--- src/timer_pkg.sv ---
// Shared constants and types for the capture/compare timer.
// Assumes a single 100 MHz clock and a synchronous active-high reset in every user.
package timer_pkg;

    // Widths of the prescaler, the two counter variants, the dead-time counter, the channel mode and the hall inputs.
    localparam int PSC_W        = 16;
    localparam int WIDE_CNT_W   = 32;
    localparam int NARROW_CNT_W = 16;
    localparam int DT_W         = 8;
    localparam int MODE_W       = 3;
    localparam int HALL_W       = 3;

    // Channel counts of the richest variant.
    localparam int DEFAULT_CH   = 4;
    localparam int DEFAULT_COMP = 3;

    // Reset value of the prescaler count.
    localparam logic [PSC_W-1:0] PSC_RESET = 16'h0000;

    // Counting direction modes.
    typedef enum logic [1:0] {
        CNT_UP     = 2'b00,
        CNT_DOWN   = 2'b01,
        CNT_CENTER = 2'b10
    } cnt_mode_t;

    // Ways in which the counter is driven or controlled from outside.
    typedef enum logic [2:0] {
        SLV_FREE      = 3'b000,
        SLV_ENCODER   = 3'b001,
        SLV_GATED     = 3'b010,
        SLV_TRIGGER   = 3'b011,
        SLV_EXT_CLOCK = 3'b100
    } slave_mode_t;

    // Per-channel function.
    typedef enum logic [2:0] {
        CH_OFF       = 3'b000,
        CH_CAPTURE   = 3'b001,
        CH_COMPARE   = 3'b010,
        CH_PWM       = 3'b011,
        CH_ONE_PULSE = 3'b100
    } ch_mode_t;

endpackage

--- src/capture_compare_channel.sv ---
// One capture/compare channel with an optional complementary pair and dead time.
// Assumes the counter value and step strobe come from the timer core in the same clock.
`timescale 1ns/100ps
module capture_compare_channel #(
    parameter int CNT_W    = 16,
    parameter bit HAS_COMP = 1'b0
) (
    input  wire logic                      clock,
    input  wire logic                      sys_rst,
    input  wire logic                      cnt_step,
    input  wire logic [CNT_W-1:0]          cnt,
    input  wire logic [CNT_W-1:0]          cmp,
    input  wire logic [2:0]                mode,
    input  wire logic                      cap_in,
    input  wire logic [timer_pkg::DT_W-1:0] dead_time,
    output logic                           out_p,
    output logic                           out_n,
    output logic [CNT_W-1:0]               cap_val,
    output logic                           cap_event
);

    logic                      ref_lvl;
    logic                      ref_d;
    logic                      cap_d;
    logic [timer_pkg::DT_W-1:0] dt_cnt;
    logic                      settled;

    // Reference waveform; in PWM mode compare above the reload gives a constant high, zero a constant low.
    always_ff @(posedge clock) begin
        if (sys_rst) begin
            ref_lvl <= 1'b0;
        end else begin
            case (mode)
                timer_pkg::CH_PWM:       ref_lvl <= (cnt < cmp);
                timer_pkg::CH_ONE_PULSE: ref_lvl <= (cnt >= cmp) && (cmp != '0);
                timer_pkg::CH_COMPARE: begin
                    if (cnt_step && (cnt == cmp)) begin
                        ref_lvl <= ~ref_lvl;
                    end
                end
                default:                 ref_lvl <= 1'b0;
            endcase
        end
    end

    // Dead-time timer restarts on every reference edge so neither side turns on early.
    always_ff @(posedge clock) begin
        if (sys_rst) begin
            ref_d  <= 1'b0;
            dt_cnt <= '0;
        end else begin
            ref_d <= ref_lvl;
            if (ref_lvl != ref_d) begin
                dt_cnt <= '0;
            end else if (dt_cnt != dead_time) begin
                dt_cnt <= dt_cnt + 1'b1;
            end
        end
    end

    assign settled = (ref_lvl == ref_d) && (dt_cnt == dead_time);

    // Output pair; without a complementary pin the main output follows the reference directly.
    always_ff @(posedge clock) begin
        if (sys_rst) begin
            out_p <= 1'b0;
            out_n <= 1'b0;
        end else if (HAS_COMP) begin
            out_p <= ref_lvl && settled;
            out_n <= !ref_lvl && settled && (mode != timer_pkg::CH_OFF);
        end else begin
            out_p <= ref_lvl;
            out_n <= 1'b0;
        end
    end

    // Rising edge of the capture input latches the counter.
    always_ff @(posedge clock) begin
        if (sys_rst) begin
            cap_d     <= 1'b0;
            cap_val   <= '0;
            cap_event <= 1'b0;
        end else begin
            cap_d     <= cap_in;
            cap_event <= 1'b0;
            if ((mode == timer_pkg::CH_CAPTURE) && cap_in && !cap_d) begin
                cap_val   <= cnt;
                cap_event <= 1'b1;
            end
        end
    end

    chk_pair_no_overlap: assert property (@(posedge clock) disable iff (sys_rst)
        !(out_p && out_n)) else $error("Both outputs of the pair are high.");

    chk_dead_gap: assert property (@(posedge clock) disable iff (sys_rst)
        (HAS_COMP && dead_time != '0 && $fell(out_p)) |=> !out_n)
        else $error("Complement rose without dead time.");

    chk_pwm_level: assert property (@(posedge clock) disable iff (sys_rst)
        (!$past(sys_rst) && mode == timer_pkg::CH_PWM && $past(mode) == timer_pkg::CH_PWM)
        |-> ref_lvl == ($past(cnt) < $past(cmp))) else $error("PWM level does not follow compare.");

    chk_capture_value: assert property (@(posedge clock) disable iff (sys_rst)
        cap_event |-> cap_val == $past(cnt)) else $error("Captured value is not the counter.");

    cov_capture: cover property (@(posedge clock) disable iff (sys_rst) cap_event);
    cov_dead_time: cover property (@(posedge clock) disable iff (sys_rst)
        HAS_COMP && $rose(out_n) && dead_time != '0);

endmodule

--- src/multi_channel_pwm_capture_timer.sv ---
// Auto-reload timer core with prescaler, slave control, encoder and hall inputs, and channels.
// Assumes all pins are synchronous to clock; configuration inputs are held stable by the owner.
//
// Behaviour
// Counter is 32 bits wide or 16 bits, always behind a 16-bit prescaler; encoder steps bypass the prescaler.
// Four-channel variants count up, down or up/down; single-channel ones only up.
// Each channel selects capture, compare, PWM or one-pulse output.
// PWM works with both edge-aligned and center-aligned counting.
// PWM duty covers zero to one hundred percent, constant levels included.
// Three complementary pairs with programmable dead time between the two sides.
// Advanced variant works as three-phase PWM on six lines.
// Single-channel complementary variants give one pair with dead time and DMA.
// Smallest variant has one channel and raises no DMA requests.
// Four-channel general timers raise their own DMA requests.
// Quadrature encoder inputs can drive the counter.
// One to three hall sensor inputs are accepted.
// Timers start, gate or clock one another over the link.
// Counter freezes while the processor is halted for debug, if enabled.
// Timer works as a plain time base with no channel active.
// Prescaler divides by its value plus one.
// Reaching reload going up or zero going down reloads and flags update.
`timescale 1ns/100ps
module multi_channel_pwm_capture_timer #(
    parameter int CNT_W    = timer_pkg::NARROW_CNT_W,
    parameter int NUM_CH   = timer_pkg::DEFAULT_CH,
    parameter int NUM_COMP = timer_pkg::DEFAULT_COMP,
    parameter bit UP_ONLY  = 1'b0,
    parameter bit HAS_DMA  = 1'b1
) (
    input  wire logic                          clock,
    input  wire logic                          sys_rst,
    input  wire logic                          enable,
    input  wire logic                          one_pulse,
    input  wire logic                          dbg_halt,
    input  wire logic                          dbg_freeze,
    input  wire logic [timer_pkg::PSC_W-1:0]   psc,
    input  wire logic [CNT_W-1:0]              arr,
    input  wire timer_pkg::cnt_mode_t          cnt_mode,
    input  wire timer_pkg::slave_mode_t        slave_mode,
    input  wire logic                          link_trig_in,
    input  wire logic                          enc_a,
    input  wire logic                          enc_b,
    input  wire logic [timer_pkg::HALL_W-1:0]  hall,
    input  wire logic                          hall_en,
    input  wire logic [NUM_CH*3-1:0]           ch_mode,
    input  wire logic [NUM_CH*CNT_W-1:0]       ch_cmp,
    input  wire logic [NUM_CH-1:0]             ch_in,
    input  wire logic [timer_pkg::DT_W-1:0]    dead_time,
    input  wire logic                          dma_en,
    input  wire logic                          update_clr,
    output logic [NUM_CH-1:0]                  ch_out,
    output logic [NUM_CH-1:0]                  ch_out_n,
    output logic [NUM_CH*CNT_W-1:0]            cap_val,
    output logic [NUM_CH-1:0]                  cap_flag,
    output logic [CNT_W-1:0]                   count,
    output logic                               count_down,
    output logic                               update_flag,
    output logic                               dma_req,
    output logic                               link_trig_out
);

    logic [timer_pkg::PSC_W-1:0] psc_cnt;
    logic [CNT_W-1:0]            cnt;
    logic                        dir_down;
    logic                        run;
    logic                        en_d;
    logic                        link_d;
    logic                        enc_a_d;
    logic                        enc_b_d;
    logic [timer_pkg::HALL_W-1:0] hall_d;
    logic                        ext_edge;
    logic                        active;
    logic                        clk_src;
    logic                        psc_tick;
    logic                        enc_step;
    logic                        enc_dn;
    logic                        start;
    logic                        hall_change;
    logic [CNT_W-1:0]            next_cnt;
    logic                        next_dir;
    logic                        wrap;
    logic                        step;
    timer_pkg::cnt_mode_t        eff_mode;

    // Edge detectors for link, encoder and hall pins.
    // Reset loads the present pin levels, so a pin resting high gives no false edge after reset.
    always_ff @(posedge clock) begin
        if (sys_rst) begin
            en_d    <= 1'b0;
            link_d  <= link_trig_in;
            enc_a_d <= enc_a;
            enc_b_d <= enc_b;
            hall_d  <= hall;
        end else begin
            en_d    <= enable;
            link_d  <= link_trig_in;
            enc_a_d <= enc_a;
            enc_b_d <= enc_b;
            hall_d  <= hall;
        end
    end

    // Counting qualifiers; the debug freeze and the gate simply withhold every step.
    assign ext_edge = link_trig_in && !link_d;
    assign active = run && !(dbg_halt && dbg_freeze)
                    && ((slave_mode != timer_pkg::SLV_GATED) || link_trig_in);
    assign clk_src  = (slave_mode == timer_pkg::SLV_EXT_CLOCK) ? ext_edge : 1'b1;
    assign psc_tick = active && clk_src && (psc_cnt == psc)
                      && (slave_mode != timer_pkg::SLV_ENCODER);
    assign enc_step = active && (slave_mode == timer_pkg::SLV_ENCODER)
                      && ((enc_a ^ enc_a_d) || (enc_b ^ enc_b_d));
    assign enc_dn   = !(enc_a_d ^ enc_b);
    assign hall_change = hall_en && ((hall ^ hall_d) != '0);
    assign start = (slave_mode == timer_pkg::SLV_TRIGGER) ? (enable && ext_edge)
                                                          : (enable && !en_d);
    assign eff_mode = UP_ONLY ? timer_pkg::CNT_UP : cnt_mode;
    assign step = psc_tick || enc_step;

    // Run latch; in one-pulse operation the first update stops the counter.
    always_ff @(posedge clock) begin
        if (sys_rst) begin
            run <= 1'b0;
        end else if (!enable) begin
            run <= 1'b0;
        end else if (wrap && step && one_pulse) begin
            run <= 1'b0;
        end else if (start) begin
            run <= 1'b1;
        end
    end

    // Prescaler counts clock sources and wraps at its value, dividing by value plus one.
    always_ff @(posedge clock) begin
        if (sys_rst) begin
            psc_cnt <= timer_pkg::PSC_RESET;
        end else if (active && clk_src && (slave_mode != timer_pkg::SLV_ENCODER)) begin
            psc_cnt <= (psc_cnt == psc) ? timer_pkg::PSC_RESET : psc_cnt + 1'b1;
        end
    end

    // Next counter value for the selected direction mode.
    always_comb begin
        next_cnt = cnt;
        next_dir = dir_down;
        wrap     = 1'b0;
        if (enc_step) begin
            if (enc_dn) begin
                wrap     = (cnt == '0);
                next_cnt = wrap ? arr : cnt - 1'b1;
            end else begin
                wrap     = (cnt >= arr);
                next_cnt = wrap ? '0 : cnt + 1'b1;
            end
            next_dir = enc_dn;
        end else begin
            case (eff_mode)
                timer_pkg::CNT_DOWN: begin
                    wrap     = (cnt == '0);
                    next_cnt = wrap ? arr : cnt - 1'b1;
                    next_dir = 1'b1;
                end
                timer_pkg::CNT_CENTER: begin
                    if (arr == '0) begin
                        wrap     = 1'b1;
                        next_cnt = '0;
                    end else if (dir_down) begin
                        wrap     = (cnt == '0);
                        next_cnt = wrap ? cnt + 1'b1 : cnt - 1'b1;
                        next_dir = !wrap;
                    end else begin
                        wrap     = (cnt >= arr);
                        next_cnt = wrap ? cnt - 1'b1 : cnt + 1'b1;
                        next_dir = wrap;
                    end
                end
                default: begin
                    wrap     = (cnt >= arr);
                    next_cnt = wrap ? '0 : cnt + 1'b1;
                    next_dir = 1'b0;
                end
            endcase
        end
    end

    // Counter register.
    always_ff @(posedge clock) begin
        if (sys_rst) begin
            cnt      <= '0;
            dir_down <= 1'b0;
        end else if (step) begin
            cnt      <= next_cnt;
            dir_down <= next_dir;
        end
    end

    // Sticky update flag; a new update wins over a clear in the same cycle.
    always_ff @(posedge clock) begin
        if (sys_rst) begin
            update_flag <= 1'b0;
        end else if (step && wrap) begin
            update_flag <= 1'b1;
        end else if (update_clr) begin
            update_flag <= 1'b0;
        end
    end

    // Update drives the link output to sibling timers and, when present, a DMA request.
    always_ff @(posedge clock) begin
        if (sys_rst) begin
            link_trig_out <= 1'b0;
            dma_req       <= 1'b0;
        end else begin
            link_trig_out <= step && wrap;
            dma_req       <= HAS_DMA && dma_en && ((step && wrap) || (cap_flag != '0));
        end
    end

    assign count      = cnt;
    assign count_down = dir_down;

    // Channels; the first NUM_COMP carry complementary pairs, channel zero can see the hall sensors.
    for (genvar i = 0; i < NUM_CH; i++) begin : g_ch
        capture_compare_channel #(
            .CNT_W    (CNT_W),
            .HAS_COMP (i < NUM_COMP)
        ) u_ch (
            .clock     (clock),
            .sys_rst   (sys_rst),
            .cnt_step  (step),
            .cnt       (cnt),
            .cmp       (ch_cmp[i*CNT_W +: CNT_W]),
            .mode      (ch_mode[i*3 +: 3]),
            .cap_in    ((i == 0 && hall_en) ? hall_change : ch_in[i]),
            .dead_time (dead_time),
            .out_p     (ch_out[i]),
            .out_n     (ch_out_n[i]),
            .cap_val   (cap_val[i*CNT_W +: CNT_W]),
            .cap_event (cap_flag[i])
        );
    end

    chk_count_hold: assert property (@(posedge clock) disable iff (sys_rst)
        !step |=> cnt == $past(cnt)) else $error("Counter moved without a step.");

    chk_debug_freeze: assert property (@(posedge clock) disable iff (sys_rst)
        (dbg_halt && dbg_freeze) |-> !step) else $error("Counter stepped during debug halt.");

    chk_up_wrap: assert property (@(posedge clock) disable iff (sys_rst)
        (psc_tick && eff_mode == timer_pkg::CNT_UP && cnt >= arr)
        |=> cnt == '0 && update_flag && link_trig_out) else $error("Up wrap missed.");

    chk_down_reload: assert property (@(posedge clock) disable iff (sys_rst)
        (psc_tick && eff_mode == timer_pkg::CNT_DOWN && cnt == '0)
        |=> cnt == $past(arr) && update_flag) else $error("Down reload missed.");

    chk_up_step: assert property (@(posedge clock) disable iff (sys_rst)
        (psc_tick && eff_mode == timer_pkg::CNT_UP && cnt < arr)
        |=> cnt == $past(cnt) + 1'b1) else $error("Up count did not advance by one.");

    chk_gate_hold: assert property (@(posedge clock) disable iff (sys_rst)
        (slave_mode == timer_pkg::SLV_GATED && !link_trig_in) |-> !step)
        else $error("Counter stepped with the gate closed.");

    chk_dma_update: assert property (@(posedge clock) disable iff (sys_rst)
        (HAS_DMA && dma_en && step && wrap) |=> dma_req) else $error("No DMA request on update.");

    chk_dma_none: assert property (@(posedge clock) disable iff (sys_rst)
        !HAS_DMA |-> !dma_req) else $error("DMA request from a variant without DMA.");

    cov_center_turn: cover property (@(posedge clock) disable iff (sys_rst)
        eff_mode == timer_pkg::CNT_CENTER && $rose(dir_down));
    cov_encoder_down: cover property (@(posedge clock) disable iff (sys_rst) enc_step && enc_dn);
    cov_update: cover property (@(posedge clock) disable iff (sys_rst) link_trig_out ##1 update_clr);

endmodule

--- config.mk ---
export PLATFORM = sky130hd
export DESIGN_NAME = multi_channel_pwm_capture_timer
export DESIGN_NICKNAME = d
export VERILOG_FILES = /design/src/timer_pkg.sv /design/src/capture_compare_channel.sv /design/src/multi_channel_pwm_capture_timer.sv
export SDC_FILE = /design/constraint.sdc
export NUM_CORES = 1
export LEC_CHECK = 0
export ABC_AREA = 1
export BUFFER_PORTS_ARGS = -buffer_cell sky130_fd_sc_hd__buf_2
export CORE_MARGIN = 4
export CORE_UTILIZATION = 45
export DETAILED_ROUTE_END_ITERATION = 8
export PLACE_DENSITY_LB_ADDON = 0.25
export SETUP_SLACK_MARGIN = 0.05
export SLEW_MARGIN = 20
export SYNTH_ARGS = -nofsm -noshare
export SYNTH_HDL_FRONTEND = slang
export SYNTH_SLANG_ARGS = --single-unit
--- constraint.sdc ---
create_clock -name clock -period 2.7 [get_ports clock]
set_input_delay 0.54 -clock clock [delete_from_list [all_inputs] [get_ports clock]]
set_output_delay 0.54 -clock clock [all_outputs]
set_load 0.005 [all_outputs]
==> flow_summary.json <==
{
  "grt_pass1_wl_um": 55400,
  "grt_usage": 0.264,
  "critPathMaxFanout": 12,
  "cts.repair.resized": 0,
  "worstSetupEndpoint": "count[7]",
  "slew_headroom": 0.499,
  "tightest_slew_ns": 0.751,
  "route.met2.wl_um": 17100,
  "hp-class": "input port to register",
  "clock.fmax_mhz": 426,
  "fin_hold_ws_ns": 0.224,
  "wl_met3_um": 2350,
  "p_sw_frac": 0.311,
  "clkLatencyLatePin_ns": 0.44,
  "coreArea_um2": 23500,
  "htree_levels": 4,
  "port-buffer-count": 234,
  "highest_layer": "met4",
  "power_frac_clock": 0.445,
  "final_antenna_net_count": 0,
  "crit_path_start": "count[4]",
  "root_buffer": "clkbuf_16",
  "cp.arrival_ns": 2.68,
  "clock_path_buffers": 2,
  "die_height_um": 162,
  "power_density_nw_per_um2": 434,
  "grt_overflow": 0,
  "first_pass_iters": 5,
  "drtIter0Drc": 863,
  "crit_path_end_kind": "register",
  "final_cell_count_no_fill": 2151,
  "finalWeightedCongestion": 0.952,
  "numCtsBuffers": 17,
  "core.rowCount": 56,
  "layout_setup_ws_ns": 0.355,
  "avgRoutedWirePerCell_um": 16.7,
  "syn2layout_area_growth_pct": 20.6,
  "finalHoldViolations": 0,
  "drive_gt1_frac": 0.200,
  "p_comb_frac": 0.135,
  "required_ns": 3.04,
  "finalSetupViolCount": 0,
  "fp.dieW_um": 162,
  "regToRegEndpoint": "count[7]",
  "max-vdd-ir-drop_mv": 0.421,
  "cts_setup_buffers": 0,
  "crit_type": "register to register",
  "clock-sinks": 154,
  "start_util": 0.457,
  "finalClockSkew_ns": 0.0173,
  "cp-start-kind": "register",
  "clkTransAtPathRegs_ns": 0.08,
  "cts_tree": "yes",
  "pin_count": 236,
  "power_switching_mw": 1.75,
  "dpl.cell_count": 2118,
  "setup_tns_ns": 0,
  "syn_inst": 1578,
  "totalWireLength_um": 35900,
  "grt_antenna_before_repair": 0,
  "synth_warnings": 0,
  "vias": 11229,
  "r2r_slack_ns": 0.35,
  "seqPwrFrac": 0.419,
  "place_ws_ns": 0.247,
  "dp.final_hpwl_um": 28000,
  "grt_start_max_net_pins": 39,
  "vias_per_cell": 5.22,
  "wl_met1_um": 15600,
  "min_period_ns": 2.35,
  "synth.avg_cell_area_um2": 6.80,
  "ys_seq_area_frac": 0.287,
  "maxSlewViolCount": 0,
  "rr_worst_depth": 16,
  "fin_crit_sh": 0.869,
  "post-route-util": 0.552,
  "fin_nets": 2047,
  "synth_nets": 1807,
  "grt_pass1_vias": 10588,
  "drv_cap": 0,
  "status": "finished clean",
  "die_area_um2": 26400,
  "timing.rr.start": "count[4]",
  "hold_buffers": 0,
  "drt_drc_violations_left": 0,
  "synth_cell_types": 49,
  "synth_area_um2": 10700,
  "rsz0062_at_grt": "false",
  "power.leakage_nw": 6.60,
  "intPower_mw": 3.88,
  "fill_cells": 2319,
  "ys_ff_latch": 154
}
[power by group through the flow]
stage | clock, mW | sequential (mW) | combinational (mW)
4_1_cts | 2.53 | 2.36 | 0.753
6_report | 2.50 | 2.36 | 0.761
5_1_grt | 2.64 | 2.37 | 0.852
3_5_place_dp | 0 | 2.41 | 0.748
3_3_place_gp | 0 | 2.41 | 0.738
2_1_floorplan | 0 | 2.41 | 0.441
[Yosys cell counts, drive strengths merged]
library cell / number / area share
a211oi: 2 / 0.0014
a21oi: 150 / 0.072
a311oi: 2 / 0.0016
a31oi: 4 / 0.0023
and2: 1 / 0.00058
and3: 2 / 0.0012
buf: 33 / 0.023
clkbuf: 26 / 0.0092
conb: 1 / 0.00035
dfxtp: 154 / 0.29
ha: 89 / 0.10
inv: 238 / 0.083
nand2: 299 / 0.11
nand3: 118 / 0.058
nand3b: 2 / 0.0014
nand4: 31 / 0.020
nor2: 130 / 0.051
nor3: 55 / 0.029
nor3b: 5 / 0.0035
nor4: 27 / 0.016
nor4b: 1 / 0.00082
o211ai: 5 / 0.0035
o21a: 5 / 0.0035
o21ai: 120 / 0.056
o21bai: 4 / 0.0028
or2: 3 / 0.0017
xnor2: 13 / 0.011
xor2: 58 / 0.047
[worst min-delay path by stage]
| stage | slack (ns) | depth (start not counted) | endpoint | start |
|---|---|---|---|---|
| 2_1_floorplan | 0.42 | 2 | g_ch[3].u_ch.out_p | g_ch[3].u_ch.ref_lvl |
| 3_3_place_gp | 0.44 | 2 | g_ch[3].u_ch.out_p | g_ch[3].u_ch.ref_lvl |
| 3_5_place_dp | 0.44 | 2 | g_ch[3].u_ch.out_p | g_ch[3].u_ch.ref_lvl |
| 4_1_cts | 0.21 | 1 | link_d | link_trig_in |
| 5_1_grt | 0.21 | 1 | link_d | link_trig_in |
| 6_report | 0.22 | 1 | link_d | link_trig_in |
[sequential cells by signal (all words and copies together), names as in the netlist]
register and count:
count 16, count_down 1, dma_req 1, en_d 1, enc_a_d 1, enc_b_d 1, g_ch.u_ch.cap_d 4, g_ch.u_ch.cap_event 4
g_ch.u_ch.cap_val 64, g_ch.u_ch.dt_cnt 24, g_ch.u_ch.out_n 3, g_ch.u_ch.out_p 4, g_ch.u_ch.ref_d 3, g_ch.u_ch.ref_lvl 4, hall_d 3, link_d 1
link_trig_out 1, psc_cnt 16, run 1, update_flag 1
[layout by cell type (no fill, tap or decap), types with 29 or more instances in the layout]
cell type / n
nand2_1: 287
buf_2: 234
inv_1: 229
dfxtp_1: 154
a21oi_1: 146
nor2_1: 118
nand3_1: 112
o21ai_0: 106
ha_1: 89
xor2_1: 58
nor3_1: 49
buf_4: 44
nand4_1: 29
[worst max-delay path: stages (launching register included)]
cell,delay (ns)
dfxtp_1,0.63
ha_1,0.32
nand2_1,0.06
inv_1,0.03
nand2_1,0.07
nor2_1,0.05
nor2_1,0.08
nand2_1,0.06
nand2_1,0.18
nand2_2,0.20
buf_4,0.21
nand2_1,0.06
nand3_1,0.06
nand2_1,0.08
nor2_1,0.04
nor2_1,0.09
nor2_1,0.04
[area by class of cell]
class,count,area [um2],area share
Multi-Input combinational cell,1127,6410,0.495
Sequential cell,154,3080,0.238
Timing Repair Buffer,280,1540,0.119
Inverter,238,893,0.0690
Clock buffer,17,425,0.0328
Tap cell,319,399,0.0308
Clock inverter,15,194,0.0150
Antenna cell,1,2.50,0.000193
[per-layer routing]
layer,GRT usage,up-vias
met5,0,-
met4,0.0777,0
met3,0.0501,44
met2,0.448,381
met1,0.342,5133
li1,-,5671
[through the flow]
step           power (mW)  instance area, um2
5_1_grt              5.86               12900
2_1_floorplan        2.85               10700
4_1_cts              5.64               12900
3_5_place_dp         3.16               12300
6_report             5.63               13000
3_3_place_gp         3.15               12300
[logic make-up (layout without fill, tap and decap cells)]
family | Yosys count | in the layout | synth area share
buffers and inverters | 297 | 550 | 0.116
xor gates and xnor gates | 71 | 71 | 0.0579
and+or+nand+nor | 674 | 674 | 0.292
adders and majority gates | 89 | 89 | 0.104
other | 1 | 2 | 0.000349
DFF | 154 | 154 | 0.287
AOI/OAI and AO/OA | 292 | 292 | 0.143
Note: power is estimated with default switching activity, not from simulation.
